## src/common/psiu_map.svh

```systemverilog
// register map, field positions, reset values and bus constants of the pll status interrupt unit
`ifndef PSIU_MAP_SVH
`define PSIU_MAP_SVH

`define PSIU_OFS_LIVE 8'h0D
`define PSIU_OFS_MASK 8'h0E
`define PSIU_OFS_POL 8'h0F
`define PSIU_OFS_FLAG 8'h10
`define PSIU_OFS_CTL 8'h11

`define PSIU_RST_MASK 8'h00
`define PSIU_RST_POL 8'h00
`define PSIU_RST_FLAG 4'h0
`define PSIU_RST_CTL 8'h00

// source bit positions inside the live, mask, polarity and flag registers
`define PSIU_BIT_LOCK 7
`define PSIU_BIT_SIGNAL 6
`define PSIU_BIT_TUNING 5
`define PSIU_BIT_REVERT 1

// control register fields
`define PSIU_CTL_AND 1
`define PSIU_CTL_EN 0

// serial bus: last bit index of a byte, read/write bit value for read
`define PSIU_BIT_LAST 3'h7
`define PSIU_RW_READ 1'b1

`endif

```

## src/common/psiu_pkg.sv

```systemverilog
// types of the pll status interrupt unit
package psiu_pkg;

   // serial register port states, gray coded along the usual path
   typedef enum logic [3:0] {
      PSIU_IDLE = 4'h0,
      PSIU_DEV = 4'h1,
      PSIU_DEV_ACK = 4'h3,
      PSIU_PTR = 4'h2,
      PSIU_PTR_ACK = 4'h6,
      PSIU_WDATA = 4'h7,
      PSIU_WDATA_ACK = 4'h5,
      PSIU_RDATA = 4'h4,
      PSIU_RDATA_ACK = 4'hC
   } psiu_bus_state_t;

   // sources in compact order: [3] lock loss, [2] signal loss, [1] tuning, [0] revert
   typedef logic [3:0] psiu_src_t;

   typedef struct packed {
      psiu_src_t prev;
      psiu_src_t flags;
   } psiu_edge_state_t;

   typedef struct packed {
      psiu_bus_state_t st;
      logic scl_q;
      logic sda_q;
      logic [2:0] cnt;
      logic [7:0] sh;
      logic [7:0] ptr;
      logic ack_on;
      logic sda_oe;
      logic [7:0] mask;
      logic [7:0] pol;
      logic and_mode;
      logic int_en;
      logic irq;
   } psiu_top_state_t;

endpackage

```

## src/core/psiu_edge_flags.sv

```systemverilog
// edge detection and sticky flags for the four interrupt sources
`timescale 1ns/1ps
`include "psiu_map.svh"
module psiu_edge_flags (
   input wire logic core_clk_i,
   input wire logic sys_rst_i,
   input wire psiu_pkg::psiu_src_t src_i,
   input wire psiu_pkg::psiu_src_t pol_i,
   input wire logic enable_i,
   input wire psiu_pkg::psiu_src_t clear_i,
   output psiu_pkg::psiu_src_t flags_o
);
   import psiu_pkg::*;

   psiu_edge_state_t r_reg;
   psiu_edge_state_t r_next;
   psiu_src_t rise;
   psiu_src_t fall;
   psiu_src_t set;

   always_comb begin
      r_next = r_reg;
      rise = src_i & ~r_reg.prev;
      fall = ~src_i & r_reg.prev;
      set = (pol_i & rise) | (~pol_i & fall);
      if (!enable_i) begin
         set = 4'h0;
      end
      r_next.prev = src_i;
      // a matching edge in the cycle of a clearing write wins
      r_next.flags = (r_reg.flags & ~clear_i) | set;
   end

   always_ff @(posedge core_clk_i) begin
      if (sys_rst_i) begin
         r_reg <= '{prev: 4'h0, flags: `PSIU_RST_FLAG};
      end else begin
         r_reg <= r_next;
      end
   end

   assign flags_o = r_reg.flags;

endmodule

```

## src/core/psiu_top.sv

```systemverilog
// serial register port, register file and interrupt combiner of the pll status interrupt unit
`timescale 1ns/1ps
`include "psiu_map.svh"
module psiu_top #(
   // 7-bit serial bus device address, value arbitrary
   parameter logic [6:0] DEV_ADDR = 7'h2A
) (
   input wire logic core_clk_i,
   input wire logic sys_rst_i,
   input wire logic lock_loss_source_i,
   input wire logic input_signal_loss_source_i,
   input wire logic tuning_source_i,
   input wire logic reference_revert_source_i,
   input wire logic scl_i,
   input wire logic sda_i,
   output logic sda_o,
   output logic sda_oe_o,
   output logic irq_o
);
   import psiu_pkg::*;

   ////////////////////////////////////////////////////////////////////////////////
   // helpers

   // compact source vector to register layout
   function automatic logic [7:0] to_reg(input psiu_src_t v);
      logic [7:0] b;
      b = 8'h00;
      b[`PSIU_BIT_LOCK] = v[3];
      b[`PSIU_BIT_SIGNAL] = v[2];
      b[`PSIU_BIT_TUNING] = v[1];
      b[`PSIU_BIT_REVERT] = v[0];
      return b;
   endfunction

   // register layout to compact source vector
   function automatic psiu_src_t from_reg(input logic [7:0] b);
      return {b[`PSIU_BIT_LOCK], b[`PSIU_BIT_SIGNAL], b[`PSIU_BIT_TUNING], b[`PSIU_BIT_REVERT]};
   endfunction

   ////////////////////////////////////////////////////////////////////////////////
   // state and sources

   psiu_top_state_t r_reg;
   psiu_top_state_t r_next;
   psiu_src_t live;
   psiu_src_t flags;
   psiu_src_t clear;
   psiu_src_t unmasked;
   logic scl_rise;
   logic scl_fall;
   logic start_seen;
   logic stop_seen;
   logic [7:0] in_byte;
   logic [7:0] rd_byte;
   logic [7:0] ptr_inc;
   logic combined;

   // sources are read straight, the enable plays no part here
   assign live = {lock_loss_source_i, input_signal_loss_source_i, tuning_source_i,
      reference_revert_source_i};

   psiu_edge_flags u_flags (
      .core_clk_i(core_clk_i),
      .sys_rst_i(sys_rst_i),
      .src_i(live),
      .pol_i(from_reg(r_reg.pol)),
      .enable_i(r_reg.int_en),
      .clear_i(clear),
      .flags_o(flags)
   );

   assign scl_rise = scl_i & ~r_reg.scl_q;
   assign scl_fall = ~scl_i & r_reg.scl_q;
   assign start_seen = scl_i & r_reg.scl_q & r_reg.sda_q & ~sda_i;
   assign stop_seen = scl_i & r_reg.scl_q & ~r_reg.sda_q & sda_i;
   assign in_byte = {r_reg.sh[6:0], sda_i};
   assign ptr_inc = r_reg.ptr + 8'h01;

   ////////////////////////////////////////////////////////////////////////////////
   // register read

   always_comb begin
      case (r_reg.ptr)
         `PSIU_OFS_LIVE: rd_byte = to_reg(live);
         `PSIU_OFS_MASK: rd_byte = r_reg.mask;
         `PSIU_OFS_POL: rd_byte = r_reg.pol;
         `PSIU_OFS_FLAG: rd_byte = to_reg(flags);
         `PSIU_OFS_CTL: begin
            rd_byte = 8'h00;
            rd_byte[`PSIU_CTL_AND] = r_reg.and_mode;
            rd_byte[`PSIU_CTL_EN] = r_reg.int_en;
         end
         default: rd_byte = 8'h00;
      endcase
   end

   ////////////////////////////////////////////////////////////////////////////////
   // interrupt combiner

   assign unmasked = flags & ~from_reg(r_reg.mask);

   always_comb begin
      if (r_reg.and_mode) begin
         // every unmasked flag high, and at least one source unmasked
         combined = ((flags | from_reg(r_reg.mask)) == 4'hF) && (from_reg(r_reg.mask) != 4'hF);
      end else begin
         combined = |unmasked;
      end
   end

   ////////////////////////////////////////////////////////////////////////////////
   // serial register port and register writes

   always_comb begin
      r_next = r_reg;
      clear = 4'h0;
      r_next.scl_q = scl_i;
      r_next.sda_q = sda_i;
      r_next.irq = r_reg.int_en & combined;

      case (r_reg.st)
         PSIU_IDLE: begin
            r_next.sda_oe = 1'b0;
         end
         PSIU_DEV, PSIU_PTR, PSIU_WDATA: begin
            if (scl_rise) begin
               r_next.sh = in_byte;
               r_next.cnt = r_reg.cnt + 3'h1;
               if (r_reg.cnt == `PSIU_BIT_LAST) begin
                  r_next.ack_on = 1'b0;
                  case (r_reg.st)
                     PSIU_DEV: begin
                        r_next.st = (in_byte[7:1] == DEV_ADDR) ? PSIU_DEV_ACK : PSIU_IDLE;
                     end
                     PSIU_PTR: begin
                        r_next.ptr = in_byte;
                        r_next.st = PSIU_PTR_ACK;
                     end
                     default: begin
                        r_next.st = PSIU_WDATA_ACK;
                        r_next.ptr = ptr_inc;
                        case (r_reg.ptr)
                           `PSIU_OFS_MASK: r_next.mask = in_byte;
                           `PSIU_OFS_POL: r_next.pol = in_byte;
                           `PSIU_OFS_FLAG: clear = ~from_reg(in_byte);
                           `PSIU_OFS_CTL: begin
                              r_next.and_mode = in_byte[`PSIU_CTL_AND];
                              r_next.int_en = in_byte[`PSIU_CTL_EN];
                           end
                           default: begin
                           end
                        endcase
                     end
                  endcase
               end
            end
         end
         PSIU_DEV_ACK, PSIU_PTR_ACK, PSIU_WDATA_ACK: begin
            // first falling edge pulls the ack low, the second releases it
            if (scl_fall) begin
               if (!r_reg.ack_on) begin
                  r_next.ack_on = 1'b1;
                  r_next.sda_oe = 1'b1;
               end else begin
                  r_next.ack_on = 1'b0;
                  r_next.sda_oe = 1'b0;
                  r_next.cnt = 3'h0;
                  if (r_reg.st == PSIU_DEV_ACK && r_reg.sh[0] == `PSIU_RW_READ) begin
                     r_next.sh = rd_byte;
                     r_next.sda_oe = ~rd_byte[7];
                     r_next.st = PSIU_RDATA;
                  end else if (r_reg.st == PSIU_DEV_ACK) begin
                     r_next.st = PSIU_PTR;
                  end else begin
                     r_next.st = PSIU_WDATA;
                  end
               end
            end
         end
         PSIU_RDATA: begin
            if (scl_rise) begin
               r_next.cnt = r_reg.cnt + 3'h1;
               if (r_reg.cnt == `PSIU_BIT_LAST) begin
                  r_next.ack_on = 1'b0;
                  r_next.st = PSIU_RDATA_ACK;
               end
            end else if (scl_fall) begin
               r_next.sh = {r_reg.sh[6:0], 1'b0};
               r_next.sda_oe = ~r_reg.sh[6];
            end
         end
         PSIU_RDATA_ACK: begin
            if (scl_fall && !r_reg.ack_on) begin
               r_next.sda_oe = 1'b0;
            end else if (scl_rise) begin
               // master ack is low; a high level ends the read
               r_next.ack_on = 1'b1;
               if (sda_i) begin
                  r_next.st = PSIU_IDLE;
               end else begin
                  r_next.ptr = ptr_inc;
               end
            end else if (scl_fall) begin
               r_next.ack_on = 1'b0;
               r_next.cnt = 3'h0;
               r_next.sh = rd_byte;
               r_next.sda_oe = ~rd_byte[7];
               r_next.st = PSIU_RDATA;
            end
         end
         default: begin
            r_next.st = PSIU_IDLE;
            r_next.sda_oe = 1'b0;
         end
      endcase

      // start and stop override whatever byte is in flight
      if (start_seen) begin
         r_next.st = PSIU_DEV;
         r_next.cnt = 3'h0;
         r_next.sda_oe = 1'b0;
         r_next.ack_on = 1'b0;
      end else if (stop_seen) begin
         r_next.st = PSIU_IDLE;
         r_next.sda_oe = 1'b0;
      end
   end

   always_ff @(posedge core_clk_i) begin
      if (sys_rst_i) begin
         r_reg <= '{st: PSIU_IDLE, scl_q: 1'b1, sda_q: 1'b1, cnt: 3'h0, sh: 8'h00, ptr: 8'h00,
            ack_on: 1'b0, sda_oe: 1'b0, mask: `PSIU_RST_MASK, pol: `PSIU_RST_POL,
            and_mode: 1'b0, int_en: 1'b0, irq: 1'b0};
      end else begin
         r_reg <= r_next;
      end
   end

   ////////////////////////////////////////////////////////////////////////////////
   // outputs

   // open-drain data line only ever pulls low
   assign sda_o = 1'b0;
   assign sda_oe_o = r_reg.sda_oe;
   assign irq_o = r_reg.irq;

endmodule

```

## config.mk

```make
export PLATFORM = sky130hd
export DESIGN_NAME = psiu_top
export DESIGN_NICKNAME = d
export VERILOG_FILES = /design/src/common/psiu_pkg.sv /design/src/core/psiu_edge_flags.sv /design/src/core/psiu_top.sv
export VERILOG_INCLUDE_DIRS = /design/src /design/src/common
export SDC_FILE = /design/constraint.sdc
export NUM_CORES = 1
export LEC_CHECK = 0
export BUFFER_PORTS_ARGS = -buffer_cell sky130_fd_sc_hd__buf_4
export CAP_MARGIN = 10
export CORE_ASPECT_RATIO = 1.25
export CORE_UTILIZATION = 55
export CTS_CLUSTER_DIAMETER = 50
export CTS_CLUSTER_SIZE = 30
export DETAILED_ROUTE_END_ITERATION = 6
export PLACE_DENSITY = 0.71
export SLEW_MARGIN = 10
export SYNTH_ARGS = -nofsm -noshare
export SYNTH_HDL_FRONTEND = slang
export SYNTH_HIERARCHICAL = 1
export SYNTH_SLANG_ARGS = --single-unit
```

## constraint.sdc

```tcl
create_clock -name core_clk_i -period 5.1 [get_ports core_clk_i]
set_input_delay 0.765 -clock core_clk_i [delete_from_list [all_inputs] [get_ports core_clk_i]]
set_output_delay 0.765 -clock core_clk_i [all_outputs]
set_load 0.02 [all_outputs]
```

== After elaboration in Yosys (flattened, before gate mapping) ==
Index checks and enable logic that the tools add are counted.

* Flip-flop bits (word level): 53
* Input port bits: 8
* Output and inout port bits: 3
* Logic and storage cells: 173

* Add/subtract/negate cells: 2
* Equal/unequal tests: 46
* Multiplexer cells: 54
* Bitwise logic cells: 32
* Reductions and logical operators: 23

{| class="wikitable"
|+ Operator list
! cell !! number
|-
| $mux 4 || 17
|-
| $mux 11 || 4
|-
| $pmux 11 s4 || 1
|-
| $mux 20 || 2
|-
| $mux 8 || 5
|-
| $pmux 8 s5 || 1
|-
| $ne 4x4->1 const B || 8
|-
| $pmux 8 s2 || 2
|-
| $ne 2x2->1 const B || 15
|-
| $reduce_and 10->1 || 3
|-
| $and 4x4->4 || 6
|-
| $eq 8x4->1 const B || 3
|-
| $not 4->4 || 6
|-
| $pmux 4 s5 || 1
|-
| $eq 4x3->1 const B || 4
|-
| $eq 8x5->1 const B || 2
|-
| $reduce_and 8->1 || 2
|-
| $ne 3x3->1 const B || 5
|-
| $reduce_and 5->1 || 3
|-
| $or 4x4->4 || 3
|-
| $mux 1 || 11
|-
| $ne 5x5->1 const B || 2
|-
| $mux 9 || 1
|-
| $not 1->1 || 9
|-
| other kinds (22) || 41
|}

== Depth between registers and ports, before layout ==
* Depth after elaboration: 9
* Depth in mapped cells: 10
* Depth with buffers taken out: 8

== Hierarchy ==
The synthesis kept the hierarchy.

{| class="wikitable"
|+ By module, submodules not included
! module !! times used !! cells each !! area an instance (µm²) !! seq. area each (µm²)
|-
| psiu_top || 1 || 384 || 3110.5 || 900.9
|-
| psiu_edge_flags || 1 || 32 || 345.3 || 160.2
|}

== Worst setup path after synthesis ==
OpenSTA, ideal clock, no wires.

* Path type: input to register
* From: input scl_i
* To: register r_reg[38] (netlist bit)
* Setup time: 0.071 ns
* Arrival: 2.369 ns
* Required time: 5.029 ns
* Setup slack: 2.660 ns
* Stages on the path: 8
* Path buffers: 1
* Path through: inv_1 > ha_1 > buf_2 > mux2i_1 > a311oi_1 > a21oi_1 > or4_1 > a21oi_1

* Cells in the longest elaborated chain, start to end: 5
* Elaborated cells between the ends (all ways): 15
* Classes of those cells: eq/ne: 6; bitwise: 6; reduce/logical: 3

{| class="wikitable"
|+ RTL lines
! what !! line !! source
|-
| from (decl) || psiu_top.sv:14 || <nowiki>input wire logic scl_i,</nowiki>
|-
| $not 1->1 || psiu_top.sv:74 || <nowiki>assign scl_fall = ~scl_i & r_reg.scl_q;</nowiki>
|-
| $and 1x1->1 || psiu_top.sv:74 ||
|-
| $logic_and 1x1->1 || psiu_top.sv:194 || <nowiki>if (scl_fall && !r_reg.ack_on) begin</nowiki>
|-
| $ne 2x2->1 (no line) || - ||
|-
| $reduce_and 8->1 (no line) || - ||
|-
| to (signal assigned) || psiu_top.sv:232 || <nowiki>r_reg <= '{st: PSIU_IDLE, scl_q: 1'b1, sda_q: 1'b1, cnt: 3'h0, sh: 8'h00, ptr: 8'h00,</nowiki>
|-
| to (signal assigned) || psiu_top.sv:236 || <nowiki>r_reg <= r_next;</nowiki>
|-
| to (decl) || psiu_top.sv:44 || <nowiki>psiu_top_state_t r_reg;</nowiki>
|}

Parallel ways exist; a longest one is shown, timed or not.
A chain may end at the register's enable or synchronous reset.

== Worst setup path after layout ==
* From: register r_reg[42] (netlist bit)
* To: register r_reg[38] (netlist bit)

* Cells in the longest elaborated chain, start to end: 4
* Elaborated cells between the ends (all ways): 20
* Classes of those cells: eq/ne: 15; mux: 1; reduce/logical: 4

{| class="wikitable"
|+ RTL lines
! what !! line !! source
|-
| $eq 4x2->1 (tied with other cells) || psiu_top.sv:122 || <nowiki>case (r_reg.st)</nowiki>
|-
| $reduce_or 3->1 || psiu_top.sv:122 ||
|-
| $reduce_bool 4->1 (no line) or $ne 2x2->1 (tied branches) || - ||
|-
| $reduce_and 8->1 (no line) || - ||
|}

Parallel ways exist; a longest one is shown, timed or not.

==> impl_metrics.yaml <==
placement:
  finalWeightedCongestion: 0.877
  placed_area_um2: 3460
  post_detailed_placement_half_perimeter_wirelength_um: 5890
  place.port_buffers: 9
  dpl.cell_count: 475
worst_setup_path:
  timing.critical_path.from: "r_reg[42]$_SDFFE_PP0P_"
  cell_count_of_the_worst_reg_to_reg_path: 5
  arrival_ns: 3.04
  critical_path.endpoint_type: "flip-flop"
  rrSetupSlack_ns: 2.30
  worstReg2RegStart: "r_reg[42]$_SDFFE_PP0P_"
  required_ns: 5.34
  worstSetupStartpointType: "flip-flop"
  crit_path_max_fanout: 28
  worstSetupPathType: "flip-flop to flip-flop"
  critical_path.reg2reg.endpoint: "r_reg[38]$_SDFFE_PP0P_"
cts:
  clockBufferDepth: 2
  clock-root-buffer: "clkbuf_8"
  cts.repair_timing.setup_buffer_count: 0
  htree_num_levels: 2
  clock_sink_count: 53
  cts_tree: "done"
  holdBufCountCts: 0
  clkSlewWorstSetupHoldPaths_ns: 0.10
  clk-insertion-delay-late_ns: 0.31
  cts_resized: 0
  cts_buffers: 5
yosys:
  async_reset_ff_frac: 0
  synth_area_per_cell_um2: 8.31
  yosysWarnings: 6
  postSynthCellCount: 416
  yosys_register_bits: 53
  synth_enable_flop_cells: 0
  synth.distinct_cells: 72
  synth_seq_area_share: 0.307
  synth_area_um2: 3460
  ys_dominant_reg_cell: "dfxtp_1"
  total_nets_after_synthesis: 433
status:
  status: "complete, no violations"
worst_hold_path:
  worst_hold_path.num_cells: 2
  hold_start: "r_reg[39]$_SDFFE_PP0P_"
  worstHoldPathType: "flip-flop to flip-flop"
  worst_hold_path.endpoint: "r_reg[39]$_SDFFE_PP0P_"
sta:
  post-route-min-period_ns: 2.80
  fmaxAchievable_mhz: 357
  hold_violation_total_from_the_final_report: 0
  final.setup.tns_ns: 0
  fin_worst_skew_ns: 0.00971
  drv_slew: 0
  finalSetupViolations: 0
  slew_headroom: 0.361
  layout_worst_path_cycle_share: 0.549
  tightest_pin_transition_ns: 0.957
  grt_setup_unrepaired: "false"
pwr:
  power_mw: 1.20
  power_switching_uw: 456
  part_of_the_power_in_registers: 0.419
  power.switching_fraction: 0.381
  internal_power_uw: 743
  combPwrFrac: 0.324
  p_leak_nw: 1.28
  power.density_nw_per_um2: 335
  ir_drop_mv: 0.176
  share_clk_of_total_power: 0.257
grt:
  grt_first_pass_wirelength_um: 14200
  number_of_antenna_violations_at_the_first_check_in_global_routing: 0
  via_count_of_the_first_global_routing_pass: 2944
  global_route.usage.total: 0.272
  grt_overflow_total: 0
  grt_start_max_net_pins: 45
die:
  floorplan.die_area_um2: 6610
  die_height_um: 90.6
  die_x_um: 72.9
  effective_utilization_at_floorplan: 0.582
  core_area_um2: 5930
  top_level_ports: 11
  floorplan.rows: 31
final_layout:
  antenna-diode-count: 0
  area_growth_pct: 3.66
  layout.filler_cells: 554
  footprint_of_the_multi_input_gates_um2: 2160
  final_area_um2: 3580
  largest_register_ffs: 36
  layout-drive-gt1-share: 0.0748
  sequential_cell_area_um2: 1060
  layout.nets: 417
  final_cell_count_no_fill: 483
run:
  cap_violations: 0
drt:
  drt_first_iter_violations: 277
  detail_route.vias_per_cell: 6.63
  avgRoutedWirePerCell_um: 17.6
  routed_wl_um: 8490
  final_antenna_net_count: 0
  drc: 0
  drt_first_pass_iters: 5
  num_vias: 3202
-- how the worst max path moves through the flow --
stage,endpoint,slack [ns],cells after the start
floorplan,r_reg[38]$_SDFFE_PP0P_,2.66,8
global placement,r_reg[38]$_SDFFE_PP0P_,2.30,7
detailed placement,r_reg[39]$_SDFFE_PP0P_,2.23,7
CTS,r_reg[38]$_SDFFE_PP0P_,2.38,5
global route,r_reg[39]$_SDFFE_PP0P_,2.13,5
finish,r_reg[38]$_SDFFE_PP0P_,2.30,5
-- power groups by stage --
stage,registers [mW],clock network [mW],logic (mW)
2_1_floorplan,0.462,0,0.361
3_3_place_gp,0.511,0,0.375
3_5_place_dp,0.511,0,0.381
4_1_cts,0.501,0.308,0.383
5_1_grt,0.508,0.324,0.433
6_report,0.502,0.308,0.389
-- kinds of logic (layout without fill, tap and decap cells) --
family	count (synthesis)	after routing	share of synthesized area
other cells	1	1	0.00109
mux	20	20	0.0579
flops	53	53	0.307
fa+ha+maj	9	9	0.0326
compound gates	129	129	0.265
xor+xnor	5	5	0.0167
simple gates	150	150	0.251
buf+inv	49	34	0.0681
-- worst max-delay path, cell delays in order (launching register included) --
cell	delay, ns
dfxtp_1	0.96
xor2_1	0.21
a211oi_1	0.80
o21ai_0	0.16
or4_1	0.42
a21oi_1	0.15
-- layout make-up --
class / count / area share
multi-input cells: 314 / 0.603
flip-flops and latches: 53 / 0.296
well taps: 82 / 0.0286
clock buffers: 6 / 0.0231
repair buffers: 11 / 0.0231
inverters: 15 / 0.0157
clock inverters: 2 / 0.0105
-- synthesized netlist by cell type, types with 2 or more instances --
cell type,n,area share
a22o_1,2,0.0051
o31ai_1,13,0.028
nand3_2,2,0.0058
nand4b_1,5,0.013
a21boi_0,2,0.0043
o2bb2ai_1,3,0.0076
nor3_1,9,0.013
nand3_1,12,0.017
nor2b_1,7,0.013
a31oi_1,16,0.029
nand4_1,7,0.013
ha_1,9,0.033
nor2_1,37,0.040
o22ai_1,6,0.011
xor2_1,3,0.0076
o2111ai_1,2,0.0051
clkbuf_1,14,0.015
nand2_1,21,0.023
a21o_1,3,0.0065
buf_4,6,0.013
nor3b_1,4,0.0087
nand2b_1,9,0.016
inv_1,14,0.015
or4_1,4,0.0087
nor4_1,5,0.0091
o211ai_1,4,0.0087
a211oi_1,11,0.024
a22oi_1,7,0.015
buf_6,2,0.0065
and3b_1,4,0.010
a222oi_1,3,0.0087
mux2i_1,20,0.058
and3_1,6,0.011
a311oi_1,4,0.010
o21ai_0,14,0.020
nand4bb_1,5,0.016
buf_2,10,0.014
a21oi_1,24,0.035
nor3_2,2,0.0058
dfxtp_1,53,0.31
-- through the flow --
stage                     utilization  setup slack, ns  hold slack [ns]
after global routing            0.604             2.13            0.513
after floorplan                     -             2.66            0.448
final                           0.604             2.30            0.490
after CTS                       0.604             2.38            0.492
after global placement          0.583             2.30            0.464
after detailed placement        0.583             2.23            0.476
-- metal layers --
metal | vias to the layer above | GRT usage | routed length, um
met2 | 88 | 0.456 | 4210
met4 | 0 | 0.0997 | 170
met3 | 15 | 0.0379 | 291
li1 | 1547 | - | -
met1 | 1552 | 0.349 | 3810
met5 | - | 0 | 0
-- cells in the final DEF (no fill, tap or decap), types with 5 or more instances in the layout --
cell       instances
and3_1             6
nand4_1            7
a31oi_1           16
a21oi_1           24
o31ai_1           13
nand3_1           12
o21ai_0           14
nor2_1            37
nor2b_1            7
clkbuf_8           6
a211oi_1          11
nor3_1             9
ha_1               9
nand2_1           21
dfxtp_1           53
mux2i_1           20
o22ai_1            6
inv_1             14
nor4_1             5
nand4bb_1          5
nand2b_1           9
nand4b_1           5
a22oi_1            7
buf_4             11
Power figures use the tool's default switching activity.
